<file path="src/tgcc_pkg.sv">
// constants shared by the general compare/capture register block
package tgcc_pkg;

    // ------------------------------------------------------------
    // data path
    // ------------------------------------------------------------
    localparam int unsigned TGCC_DW = 16;

    // ------------------------------------------------------------
    // register word indices on the internal 16-bit bus
    // ------------------------------------------------------------
    localparam logic [2:0] IDX_IO_CONTROL = 3'h0;
    localparam logic [2:0] IDX_STATUS     = 3'h1;
    localparam logic [2:0] IDX_COUNT      = 3'h2;
    localparam logic [2:0] IDX_CONTROL    = 3'h3;
    localparam logic [2:0] IDX_GEN_A      = 3'h4;
    localparam logic [2:0] IDX_GEN_B      = 3'h5;
    localparam logic [2:0] IDX_BUF_A      = 3'h6;
    localparam logic [2:0] IDX_BUF_B      = 3'h7;

    // ------------------------------------------------------------
    // field positions
    // ------------------------------------------------------------
    localparam int unsigned IOC_FIELD_STEP = 4;  // A at bits 2:0, B at bits 6:4
    localparam int unsigned IOC_CAP_BIT    = 2;  // within a field: 1 = capture
    localparam int unsigned CTRL_CLR_LSB   = 0;  // counter clear select, 2 bits
    localparam int unsigned CTRL_PWM_BIT   = 2;  // channel in a pwm mode

    // ------------------------------------------------------------
    // reset values
    // ------------------------------------------------------------
    localparam logic [15:0] GEN_RESET   = 16'hffff;
    localparam logic [15:0] COUNT_RESET = 16'h0000;
    localparam logic [15:0] BUF_RESET   = 16'h0000;
    localparam logic [7:0]  IOC_RESET   = 8'h00;
    localparam logic [2:0]  CTRL_RESET  = 3'h0;

    // ------------------------------------------------------------
    // encodings
    // ------------------------------------------------------------
    localparam logic [1:0] ACT_NONE    = 2'h0;
    localparam logic [1:0] ACT_LOW     = 2'h1;
    localparam logic [1:0] ACT_HIGH    = 2'h2;
    localparam logic [1:0] ACT_TOGGLE  = 2'h3;
    localparam logic [1:0] EDGE_RISE   = 2'h0;
    localparam logic [1:0] EDGE_FALL   = 2'h1;
    localparam logic [1:0] CLR_NONE    = 2'h0;
    localparam logic [1:0] CLR_ON_A    = 2'h1;
    localparam logic [1:0] CLR_ON_B    = 2'h2;

endpackage

</file>
<file path="src/tgcc_channel.sv">
// one timer channel: general compare/capture registers, counter, status
//
// Overview of operation
// - 16-bit register, compare or capture per io control
// - compare against count on every update
// - compare match sets flag a or b
// - match output action chosen in io control
// - capture on rising, falling or both edges
// - valid edge latches current count
// - flag set with the capture latch
// - pwm modes ignore io control settings
// - word or byte access over 16-bit bus
// - reset/standby: compare, no output action
// - reset/standby load all ones
// - buffer a and b only in channels 3, 4
// - counter zero on reset/standby, register-clearable
`timescale 1ns/1ps
`default_nettype none
module tgcc_channel
    import tgcc_pkg::*;
#(
    parameter int unsigned HAS_BUFFER = 0
) (
    input  wire logic               ref_clk,
    input  wire logic               resetn,
    input  wire logic               standby,
    input  wire logic               count_tick,
    input  wire logic [1:0]         cap_pin,
    input  wire logic               cpu_sel,
    input  wire logic               cpu_wr,
    input  wire logic [2:0]         cpu_addr,
    input  wire logic [1:0]         cpu_be,
    input  wire logic [TGCC_DW-1:0] cpu_wdata,
    output var  logic [TGCC_DW-1:0] cpu_rdata,
    output var  logic [1:0]         match_flag,
    output var  logic [1:0]         cmp_out
);

    // ------------------------------------------------------------
    // parameter check
    // ------------------------------------------------------------
    if (HAS_BUFFER > 1) begin : g_bad_param
        $error("HAS_BUFFER must be 0 or 1");
    end

    // ------------------------------------------------------------
    // declarations
    // ------------------------------------------------------------
    logic [7:0]         io_control_ff;
    logic [2:0]         control_ff;
    logic [TGCC_DW-1:0] count_ff;
    logic               upd_ff;
    logic [TGCC_DW-1:0] buffer_a_ff;
    logic [TGCC_DW-1:0] buffer_b_ff;
    logic [TGCC_DW-1:0] nxt_rdata;
    logic [TGCC_DW-1:0] gen_val [2];
    logic [1:0]         hit;
    logic [1:0]         edge_pulse;
    logic [1:0]         cap_mode;
    logic [1:0]         cap_evt;
    logic [1:0]         gen_wr;
    logic [1:0]         flag_clr;
    logic               pwm_mode;
    logic               wr_lo;
    logic               wr_hi;
    logic               count_clear;

    assign wr_lo    = cpu_sel & cpu_wr & cpu_be[0];
    assign wr_hi    = cpu_sel & cpu_wr & cpu_be[1];
    assign pwm_mode = control_ff[CTRL_PWM_BIT];
    assign gen_wr   = {cpu_addr == IDX_GEN_B, cpu_addr == IDX_GEN_A};

    // ------------------------------------------------------------
    // configuration registers
    // ------------------------------------------------------------
    // compare function, no action, after reset or standby
    always_ff @(posedge ref_clk or negedge resetn) begin
        if (!resetn) begin
            io_control_ff <= IOC_RESET;
        end else if (standby) begin
            io_control_ff <= IOC_RESET;
        end else if (wr_lo && cpu_addr == IDX_IO_CONTROL) begin
            io_control_ff <= cpu_wdata[7:0];
        end
    end

    always_ff @(posedge ref_clk or negedge resetn) begin
        if (!resetn) begin
            control_ff <= CTRL_RESET;
        end else if (standby) begin
            control_ff <= CTRL_RESET;
        end else if (wr_lo && cpu_addr == IDX_CONTROL) begin
            control_ff <= cpu_wdata[2:0];
        end
    end

    // ------------------------------------------------------------
    // channel counter
    // ------------------------------------------------------------
    assign count_clear = (control_ff[CTRL_CLR_LSB +: 2] == CLR_ON_A && hit[0])
                       | (control_ff[CTRL_CLR_LSB +: 2] == CLR_ON_B && hit[1]);

    // cleared on reset, standby and selected register event
    always_ff @(posedge ref_clk or negedge resetn) begin
        if (!resetn) begin
            count_ff <= COUNT_RESET;
            upd_ff   <= 1'b0;
        end else if (standby) begin
            count_ff <= COUNT_RESET;
            upd_ff   <= 1'b0;
        end else if (count_clear) begin
            count_ff <= COUNT_RESET;
            upd_ff   <= 1'b1;
        end else if (count_tick) begin
            count_ff <= count_ff + 16'h0001;
            upd_ff   <= 1'b1;
        end else begin
            if (wr_lo && cpu_addr == IDX_COUNT) begin
                count_ff[7:0] <= cpu_wdata[7:0];
            end
            if (wr_hi && cpu_addr == IDX_COUNT) begin
                count_ff[15:8] <= cpu_wdata[15:8];
            end
            upd_ff <= 1'b0;
        end
    end

    // ------------------------------------------------------------
    // per-register logic, a then b
    // ------------------------------------------------------------
    for (genvar i = 0; i < 2; i++) begin : g_reg
        logic [2:0] field;
        assign field = io_control_ff[i*IOC_FIELD_STEP +: 3];

        // io control ignored while in a pwm mode
        assign cap_mode[i] = field[IOC_CAP_BIT] & ~pwm_mode;
        assign cap_evt[i]  = edge_pulse[i] & cap_mode[i];
        assign flag_clr[i] = wr_lo & (cpu_addr == IDX_STATUS) & ~cpu_wdata[i];

        tgcc_edge_detect u_edge (
            .ref_clk    (ref_clk),
            .resetn     (resetn),
            .cap_pin    (cap_pin[i]),
            .edge_sel   (field[1:0]),
            .edge_pulse (edge_pulse[i])
        );

        // one general register in compare or capture
        tgcc_general_reg u_gen (
            .ref_clk    (ref_clk),
            .resetn     (resetn),
            .standby    (standby),
            .wr_lo      (wr_lo & gen_wr[i]),
            .wr_hi      (wr_hi & gen_wr[i]),
            .wdata      (cpu_wdata),
            .capture    (cap_evt[i]),
            .count      (count_ff),
            .count_upd  (upd_ff),
            .compare_en (~cap_mode[i]),
            .value      (gen_val[i]),
            .hit        (hit[i])
        );

        // set wins over a write of zero
        always_ff @(posedge ref_clk or negedge resetn) begin
            if (!resetn) begin
                match_flag[i] <= 1'b0;
            end else if (standby) begin
                match_flag[i] <= 1'b0;
            end else if (hit[i]) begin
                match_flag[i] <= 1'b1;
            end else if (flag_clr[i]) begin
                match_flag[i] <= 1'b0;
            end
        end

        // output action on compare match; pwm drive lives elsewhere
        always_ff @(posedge ref_clk or negedge resetn) begin
            if (!resetn) begin
                cmp_out[i] <= 1'b0;
            end else if (hit[i] && !cap_mode[i] && !pwm_mode) begin
                case (field[1:0])
                    ACT_LOW: begin
                        cmp_out[i] <= 1'b0;
                    end
                    ACT_HIGH: begin
                        cmp_out[i] <= 1'b1;
                    end
                    ACT_TOGGLE: begin
                        cmp_out[i] <= ~cmp_out[i];
                    end
                    default: begin
                        cmp_out[i] <= cmp_out[i];
                    end
                endcase
            end
        end
    end

    // ------------------------------------------------------------
    // buffer registers
    // ------------------------------------------------------------
    // storage only where the channel has buffers
    if (HAS_BUFFER == 1) begin : g_buf
        always_ff @(posedge ref_clk or negedge resetn) begin
            if (!resetn) begin
                buffer_a_ff <= BUF_RESET;
                buffer_b_ff <= BUF_RESET;
            end else begin
                if (wr_lo && cpu_addr == IDX_BUF_A) begin
                    buffer_a_ff[7:0] <= cpu_wdata[7:0];
                end
                if (wr_hi && cpu_addr == IDX_BUF_A) begin
                    buffer_a_ff[15:8] <= cpu_wdata[15:8];
                end
                if (wr_lo && cpu_addr == IDX_BUF_B) begin
                    buffer_b_ff[7:0] <= cpu_wdata[7:0];
                end
                if (wr_hi && cpu_addr == IDX_BUF_B) begin
                    buffer_b_ff[15:8] <= cpu_wdata[15:8];
                end
            end
        end
    end else begin : g_nobuf
        assign buffer_a_ff = BUF_RESET;
        assign buffer_b_ff = BUF_RESET;
    end

    // ------------------------------------------------------------
    // read path
    // ------------------------------------------------------------
    // full word is returned; cpu picks its byte
    always_comb begin
        case (cpu_addr)
            IDX_IO_CONTROL: begin
                nxt_rdata = {8'h00, io_control_ff};
            end
            IDX_STATUS: begin
                nxt_rdata = {14'h0000, match_flag};
            end
            IDX_COUNT: begin
                nxt_rdata = count_ff;
            end
            IDX_CONTROL: begin
                nxt_rdata = {13'h0000, control_ff};
            end
            IDX_GEN_A: begin
                nxt_rdata = gen_val[0];
            end
            IDX_GEN_B: begin
                nxt_rdata = gen_val[1];
            end
            IDX_BUF_A: begin
                nxt_rdata = buffer_a_ff;
            end
            default: begin
                nxt_rdata = buffer_b_ff;
            end
        endcase
    end

    // rdata holds between reads so a slow cpu can sample late
    always_ff @(posedge ref_clk or negedge resetn) begin
        if (!resetn) begin
            cpu_rdata <= 16'h0000;
        end else if (cpu_sel && !cpu_wr) begin
            cpu_rdata <= nxt_rdata;
        end
    end
endmodule
`default_nettype wire

</file>
<file path="src/tgcc_edge_detect.sv">
// synchroniser and valid-edge detector for one capture input
`timescale 1ns/1ps
`default_nettype none
module tgcc_edge_detect
    import tgcc_pkg::*;
(
    input  wire logic       ref_clk,
    input  wire logic       resetn,
    input  wire logic       cap_pin,
    input  wire logic [1:0] edge_sel,
    output var  logic       edge_pulse
);

    logic sync1_ff;
    logic sync2_ff;
    logic prev_ff;
    logic rise;
    logic fall;
    logic nxt_edge_pulse;

    always_ff @(posedge ref_clk or negedge resetn) begin
        if (!resetn) begin
            sync1_ff <= 1'b0;
            sync2_ff <= 1'b0;
            prev_ff  <= 1'b0;
        end else begin
            sync1_ff <= cap_pin;
            sync2_ff <= sync1_ff;
            prev_ff  <= sync2_ff;
        end
    end

    assign rise = sync2_ff & ~prev_ff;
    assign fall = ~sync2_ff & prev_ff;

    always_comb begin
        if (edge_sel[1]) begin
            nxt_edge_pulse = rise | fall;
        end else if (edge_sel == EDGE_FALL) begin
            nxt_edge_pulse = fall;
        end else begin
            nxt_edge_pulse = rise;
        end
    end

    always_ff @(posedge ref_clk or negedge resetn) begin
        if (!resetn) begin
            edge_pulse <= 1'b0;
        end else begin
            edge_pulse <= nxt_edge_pulse;
        end
    end
endmodule
`default_nettype wire

</file>
<file path="src/tgcc_general_reg.sv">
// one general register: byte writes, capture load, compare hit
`timescale 1ns/1ps
`default_nettype none
module tgcc_general_reg
    import tgcc_pkg::*;
(
    input  wire logic               ref_clk,
    input  wire logic               resetn,
    input  wire logic               standby,
    input  wire logic               wr_lo,
    input  wire logic               wr_hi,
    input  wire logic [TGCC_DW-1:0] wdata,
    input  wire logic               capture,
    input  wire logic [TGCC_DW-1:0] count,
    input  wire logic               count_upd,
    input  wire logic               compare_en,
    output var  logic [TGCC_DW-1:0] value,
    output logic                    hit
);

    // capture loads count, beats cpu write
    always_ff @(posedge ref_clk or negedge resetn) begin
        if (!resetn) begin
            value <= GEN_RESET;
        end else if (standby) begin
            value <= GEN_RESET;
        end else if (capture) begin
            value <= count;
        end else begin
            if (wr_lo) begin
                value[7:0] <= wdata[7:0];
            end
            if (wr_hi) begin
                value[15:8] <= wdata[15:8];
            end
        end
    end

    assign hit = capture | (compare_en & count_upd & (count == value));
endmodule
`default_nettype wire

</file>
<file path="config.mk">
export PLATFORM = sky130hd
export DESIGN_NAME = tgcc_channel
export DESIGN_NICKNAME = d
export VERILOG_FILES = /design/src/tgcc_pkg.sv /design/src/tgcc_channel.sv /design/src/tgcc_edge_detect.sv /design/src/tgcc_general_reg.sv
export SDC_FILE = /design/constraint.sdc
export NUM_CORES = 1
export LEC_CHECK = 0
export ABC_AREA = 1
export BUFFER_PORTS_ARGS = -buffer_cell sky130_fd_sc_hd__clkbuf_2
export CORE_AREA = 2 2 128 99
export CTS_BUF_LIST = sky130_fd_sc_hd__clkbuf_8
export CTS_CLUSTER_SIZE = 30
export DETAILED_ROUTE_END_ITERATION = 12
export DIE_AREA = 0 0 130 101
export PLACE_DENSITY = 0.71
export SETUP_SLACK_MARGIN = 0.3
export SYNTH_ARGS = -nofsm -noshare
export SYNTH_HDL_FRONTEND = slang
export SYNTH_SLANG_ARGS = --single-unit
</file>
<file path="constraint.sdc">
create_clock -name ref_clk -period 1.8 [get_ports ref_clk]
set_input_delay 0.09 -clock ref_clk [delete_from_list [all_inputs] [get_ports ref_clk]]
set_output_delay 0.09 -clock ref_clk [all_outputs]
set_load 0.01 [all_outputs]
</file>
Word level (Yosys, flattened, before mapping):

Cells that the tools add are included.

* input port bits: 29
* output and inout bits: 20
* register bits after elaboration: 88

* multiplexer cells: 33
* equal/unequal tests: 15
* $add $sub $neg: 1
* bitwise operators: 38
* reduce and logical (&&, ||, !) cells: 30

Operators with widths (number)
* $mux W16: 7
* $pmux W16 S6: 1
* $mux W8: 8
* $eq A16 B16 Y1: 2
* $reduce_bool A3 Y1: 8
* $and A1 B1 Y1: 22
* $add A16 B1 Y16 const B: 1
* $mux W1: 13
* $logic_and A1 B1 Y1: 11
* $not A1 Y1: 11
* $eq A2 B2 Y1 const B: 5
* $reduce_bool A4 Y1: 2
* $eq A2 B1 Y1 const B: 3
* $eq A3 B2 Y1 const B: 2
* $eq A3 B3 Y1 const B: 2
* $mux W3: 2
* $pmux W1 S3: 2
* $or A1 B1 Y1: 5
* $logic_not A1 Y1: 4
* $reduce_and A2 Y1: 2
* $reduce_bool A2 Y1: 2
* $eq A3 B1 Y1 const B: 1
* $logic_not A3 Y1: 1

Logic depth before layout (Yosys ltp):

* depth in word-level cells: 10
* mapped depth: 15
* depth with buffers taken out: 13

Hierarchy:

A second synthesis with hierarchy kept.

* cell total of the unflattened synthesis: 766
* area total of the unflattened synthesis: 5565.3 um2

By module, submodules not included
* tgcc_channel: cells an instance 450, instances 1, area an instance 3050.4 um2
* tgcc_general_reg: cells an instance 141, instances 2, area an instance 1087.3 um2
* tgcc_edge_detect: cells an instance 17, instances 2, area an instance 170.2 um2

Least setup slack after synthesis:

OpenSTA, ideal clock, no wires.

* path kind: reg2reg
* start point: register count_ff[1]
* end point: register count_ff[10]
* data required time: 1.735 ns
* stages on the path, launching flop included: 11
* library setup time: 0.065 ns
* buffers on the path: 0
* path slack: 0.122 ns
* data arrival time: 1.613 ns
* cell sequence: dfrtp_1 -> ha_1 -> nand2_1 -> nor2_1 -> nand3_1 -> nor2_2 -> nand3_1 -> xor2_1 -> o21ai_0 -> nand3_1 -> nand2_1

* word-level cells in the longest chain between the ends: 7
* elaborated cells on any way between the ends: 14
* those cells by class: add/sub: 1; eq/ne: 2; mux: 3; bitwise: 5; reduce/logical: 3

Ends and longest elaborated chain
* start, declared: line tgcc_channel.sv:51 `logic [TGCC_DW-1:0] count_ff;`
* start signal, assigned: line tgcc_channel.sv:115 `count_ff <= count_ff + 16'h0001;`
* start signal, assigned: line tgcc_channel.sv:119 `count_ff[7:0] <= cpu_wdata[7:0];`
* parallel branches: the longest is 7 deep, another holds $add A16 B1 Y16

Several ways; the timed one is not identified.
A chain may end at the register's enable or synchronous reset.

Worst setup path after layout:

* start point: register count_ff[10]
* end point: register count_ff[7]

* word-level cells in the longest chain between the ends: 7
* elaborated cells on any way between the ends: 12
* those cells by class: eq/ne: 2; mux: 2; bitwise: 5; reduce/logical: 3

Ends and longest elaborated chain
* start signal, assigned: line tgcc_channel.sv:115
* start signal, assigned: line tgcc_channel.sv:122 `count_ff[15:8] <= cpu_wdata[15:8];`
* $eq A16 B16 Y1: line tgcc_general_reg.sv:39 `assign hit = capture | (compare_en & count_upd & (count == value));`
* $and A1 B1 Y1: line tgcc_general_reg.sv:39
* $or A1 B1 Y1: line tgcc_general_reg.sv:39
* $logic_and A1 B1 Y1 (on tied branches): line tgcc_channel.sv:100, tgcc_channel.sv:101
* $or A1 B1 Y1 (*): line tgcc_channel.sv:101 `| (control_ff[CTRL_CLR_LSB +: 2] == CLR_ON_B && hit[1]);`
* $mux W16: line tgcc_channel.sv:111 `end else if (count_clear) begin`
* $mux W16: line tgcc_channel.sv:108 `end else if (standby) begin`

Every way passes the cells marked *; elsewhere a longest branch is shown, timed or not.

==> results.md <==
* Io pins at 49
* Syn_nets at 735
* Final WL at 18.14 mm
* CP endpoint kind: register
* Post-DRT Antenna Nets at 0
* CP Max Fanout at 5
* DP Wirelength at 12.32 mm
* HP Class: input port to register
* GR Overflow Total at 0
* Htree depth at 3
* Most frequent cells after synthesis: nand2_1, inv_1, o21ai_0, dfrtp_1, nand3_1
* Std-Cell Rows at 35
* DR vias at 5667
* Number of buffers created by CTS at 9
* Share of cells above drive strength 1 at 0.3337
* Maximum root-to-sink buffer count at 2
* Instance count of the mapped netlist at between 700 and 800
* Die area at 13130 um^2
* Async S/R FF share, synth at 1.000
* Pin count of the biggest net entering global routing at 89
* TritonCTS clock tree: yes
* Wire length of the first global-routing pass at 26.48 mm
* Worst EP required at 2130 ps
* Overall die width at 130 um
* GR Util met3 at 0.05520
* Most frequent cell after synthesis: nand2_1
* Number of DRC markers in iteration 0 at 743
* Initial antenna violation count at 0
* Vias per cell at 5.724
* EDFF count, synth at 0
* DRC violations left at 0
* Hold Path Origin: cpu_wdata[1]
* Filler cell count at 1082
* Minimum clock period at 1881 ps
* Worst Tran Pin Value at approximately 700 ps
* Placement Setup Slack at approximately 8.7 ps
* Wire length per cell at 18.32 um
* Mean Syn Cell Area at 7.500 um^2
* Hold path depth at 3
* Nets at 853
* Reg2reg start: count_ff[10]
* VDD IR max at 0.3629 mV
* Most used routing layer: met1
* Cell variety after synth at 40
* Synth area leaders: dfrtp_1, dfstp_2, nand2_1
* Yosys top cell area share at 0.2665
* Leak Pwr at approximately 3.2 nW
* #FFs+latches synth at 88
* Clock skew at 14.49 ps
* Cell area after synthesis at 5258 um^2
* Routability cong. at 0.9544
* Final period util at 1.045
* Reg2reg end: count_ff[7]
* Height of the die at between 100 and 150 um
* Vias in the first global route at 5009
* Starting Density at 0.4398
* Antenna cells at 0
* Hold_ws at 34.30 ps
* Final max-slew violation count at 0
* Synth area leader: dfrtp_1
* Startpoint types: register
* DRT Pass-1 Iters at 7
* Reg area at between 2000 and 2500 um^2
* FMAX at 531.6 MHz
* Clk slew on worst S/H paths at 100 ps
* Arrival @ worst endpoint at between 2000 and 2500 ps
* GRT met1 Usage at 0.4204
* Failing checks: negative setup slack
* Register area share after synthesis at 0.4265
* Final setup viols at 17
* Tot GR Track Use at 0.2684
* Reg2reg setup slack at -80 ps
* Worst R2R Path Depth at 13
* PwrDens at 740.9 nW/um^2
* Setup WS post-layout at -81.28 ps
* Status: complete, but fails checks
* Multi-input logic area at approximately 2800 um^2
* Top FF cell, synth: dfrtp_1
* # Max-Cap Violations at 0
* Clock root cell: clkbuf_8
* Hold Violations, Final at 0
* Critical path class: register to register
* Worst hold endpoint: g_reg[0].u_gen.value[1]
* RSZ-0062 raised after global routing: yes
* Port buffer count at between 40 and 50
* Yosys synthesis warning count at 0
* M2 GR Usage at 0.3737
* Core area at 11960 um^2
* CTS Sinks at 88
* Max transition margin at 0.5310
* Area growth, synth to finish at 29.22%
* Skew-Pair Late Insertion Delay at about 400 ps
layout make-up:
cell class,count,area share
flip-flops and latches,88,0.3315
well taps,166,0.03057
multi-input cells,491,0.4107
repair buffers,134,0.1475
inverters,95,0.05414
clock buffers,9,0.01823
clock inverters,7,0.007366
metrics by stage:
stage / util / setup TNS (ps) / power [mW] / cell area [um^2] / cells
final: 0.5683 / -764.1 / 5.034 / 6794 / 990
after global routing: 0.5683 / -3347 / 5.251 / 6794 / 990
after CTS: 0.5352 / 0 / 4.850 / 6399 / 971
after detailed placement: 0.5007 / 0 / 3.504 / 5986 / 934
after global placement: 0.5007 / 0 / 3.468 / 5986 / 934
after floorplan: - / 0 / 3.029 / 5285 / 701
sequential cells by signal, indices dropped and copies added (netlist names):
register,count
cmp_out,2
control_ff,3
count_ff,16
cpu_rdata,16
g.u_edge.edge_pulse,2
g.u_edge.prev_ff,2
g.u_edge.sync1_ff,2
g.u_edge.sync2_ff,2
g.u_gen.value,32
io_control_ff,8
match_flag,2
upd_ff,1
cells by family after synthesis:
logic type               count (synthesis)  share of synthesized area
AO/OA/AOI/OAI                          161                     0.1816
XOR/XNOR                                10                    0.01666
adder cells (fa/ha/maj)                  5                    0.01190
buffers and inverters                  125                    0.09733
flip-flops                              88                     0.4265
multiplexers                             1                   0.002142
AND/OR/NAND/NOR                        311                     0.2639
how the worst max path moves through the flow:
stage | from | slack [ps] | to | cells past startpoint
after floorplan | count_ff[1] | 210 | count_ff[10] | 10
after global placement | g_reg[0].u_gen.value[7] | 30 | count_ff[4] | 12
after detailed placement | g_reg[0].u_gen.value[7] | 9 | count_ff[0] | 13
after CTS | g_reg[0].u_gen.value[11] | 30 | count_ff[11] | 13
after global routing | g_reg[0].u_gen.value[10] | -220 | count_ff[0] | 13
final | count_ff[10] | -80 | count_ff[7] | 13
cells in the final DEF, fill, tap and decap left out, types with 3 or more instances in the layout:
| cell | instances |
|---|---|
| inv_4 | 3 |
| xor2_1 | 6 |
| o21ai_1 | 32 |
| nand2_2 | 6 |
| nand2_1 | 176 |
| buf_4 | 63 |
| a22oi_1 | 3 |
| dfrtp_2 | 8 |
| dlygate4sd3_1 | 3 |
| ha_1 | 4 |
| o211ai_1 | 25 |
| a21oi_1 | 21 |
| nand4_1 | 7 |
| buf_6 | 15 |
| o21ai_0 | 34 |
| o221ai_2 | 4 |
| o21ai_2 | 3 |
| nand3_1 | 42 |
| dfrtp_1 | 48 |
| dfstp_2 | 32 |
| o21ai_4 | 6 |
| a31oi_1 | 4 |
| nor3_1 | 7 |
| buf_12 | 4 |
| inv_2 | 20 |
| nor2_1 | 32 |
| nor2_4 | 4 |
| nand2_4 | 4 |
| nor2_2 | 9 |
| clkbuf_8 | 9 |
| clkbuf_2 | 47 |
| xnor2_1 | 4 |
| nand3_2 | 15 |
| nand3_4 | 4 |
| o22ai_1 | 24 |
| clkinvlp_4 | 3 |
| inv_1 | 72 |
repair_timing:
action / in CTS / in global routing
endpoints found under the hold margin: 58 / 0
hold buffers: 3 / 0
gates cloned: 2 / 3
buffers inserted: 16 / 16
pin swaps: 14 / 22
endpoints found under the setup margin: 37 / 53
resized for setup: 23 / 94
report_power, final:
group | switching [mW] | internal [mW]
Clock | 0.799 | 0.504
Sequential | 0.169 | 2.23
Combinational | 0.811 | 0.516
per-layer routing:
| layer | wire length (um) | part of all wire |
|---|---|---|
| met5 | 0 | 0 |
| met4 | 439 | 0.024 |
| met3 | 2140 | 0.12 |
| met1 | 8057 | 0.44 |
| met2 | 7499 | 0.41 |
worst max-delay path, cell delays in order, from the launching register on:
cell,delay (ps)
dfrtp_1,490
inv_2,90
nand2_1,70
nand2_1,50
nor2_1,140
nand2_1,120
nor2_4,160
nand3_2,90
nand2_2,100
nand2_4,100
nand3_4,140
buf_12,120
nand3_1,80
nand2_1,80
Power figures use the tool's default switching activity.
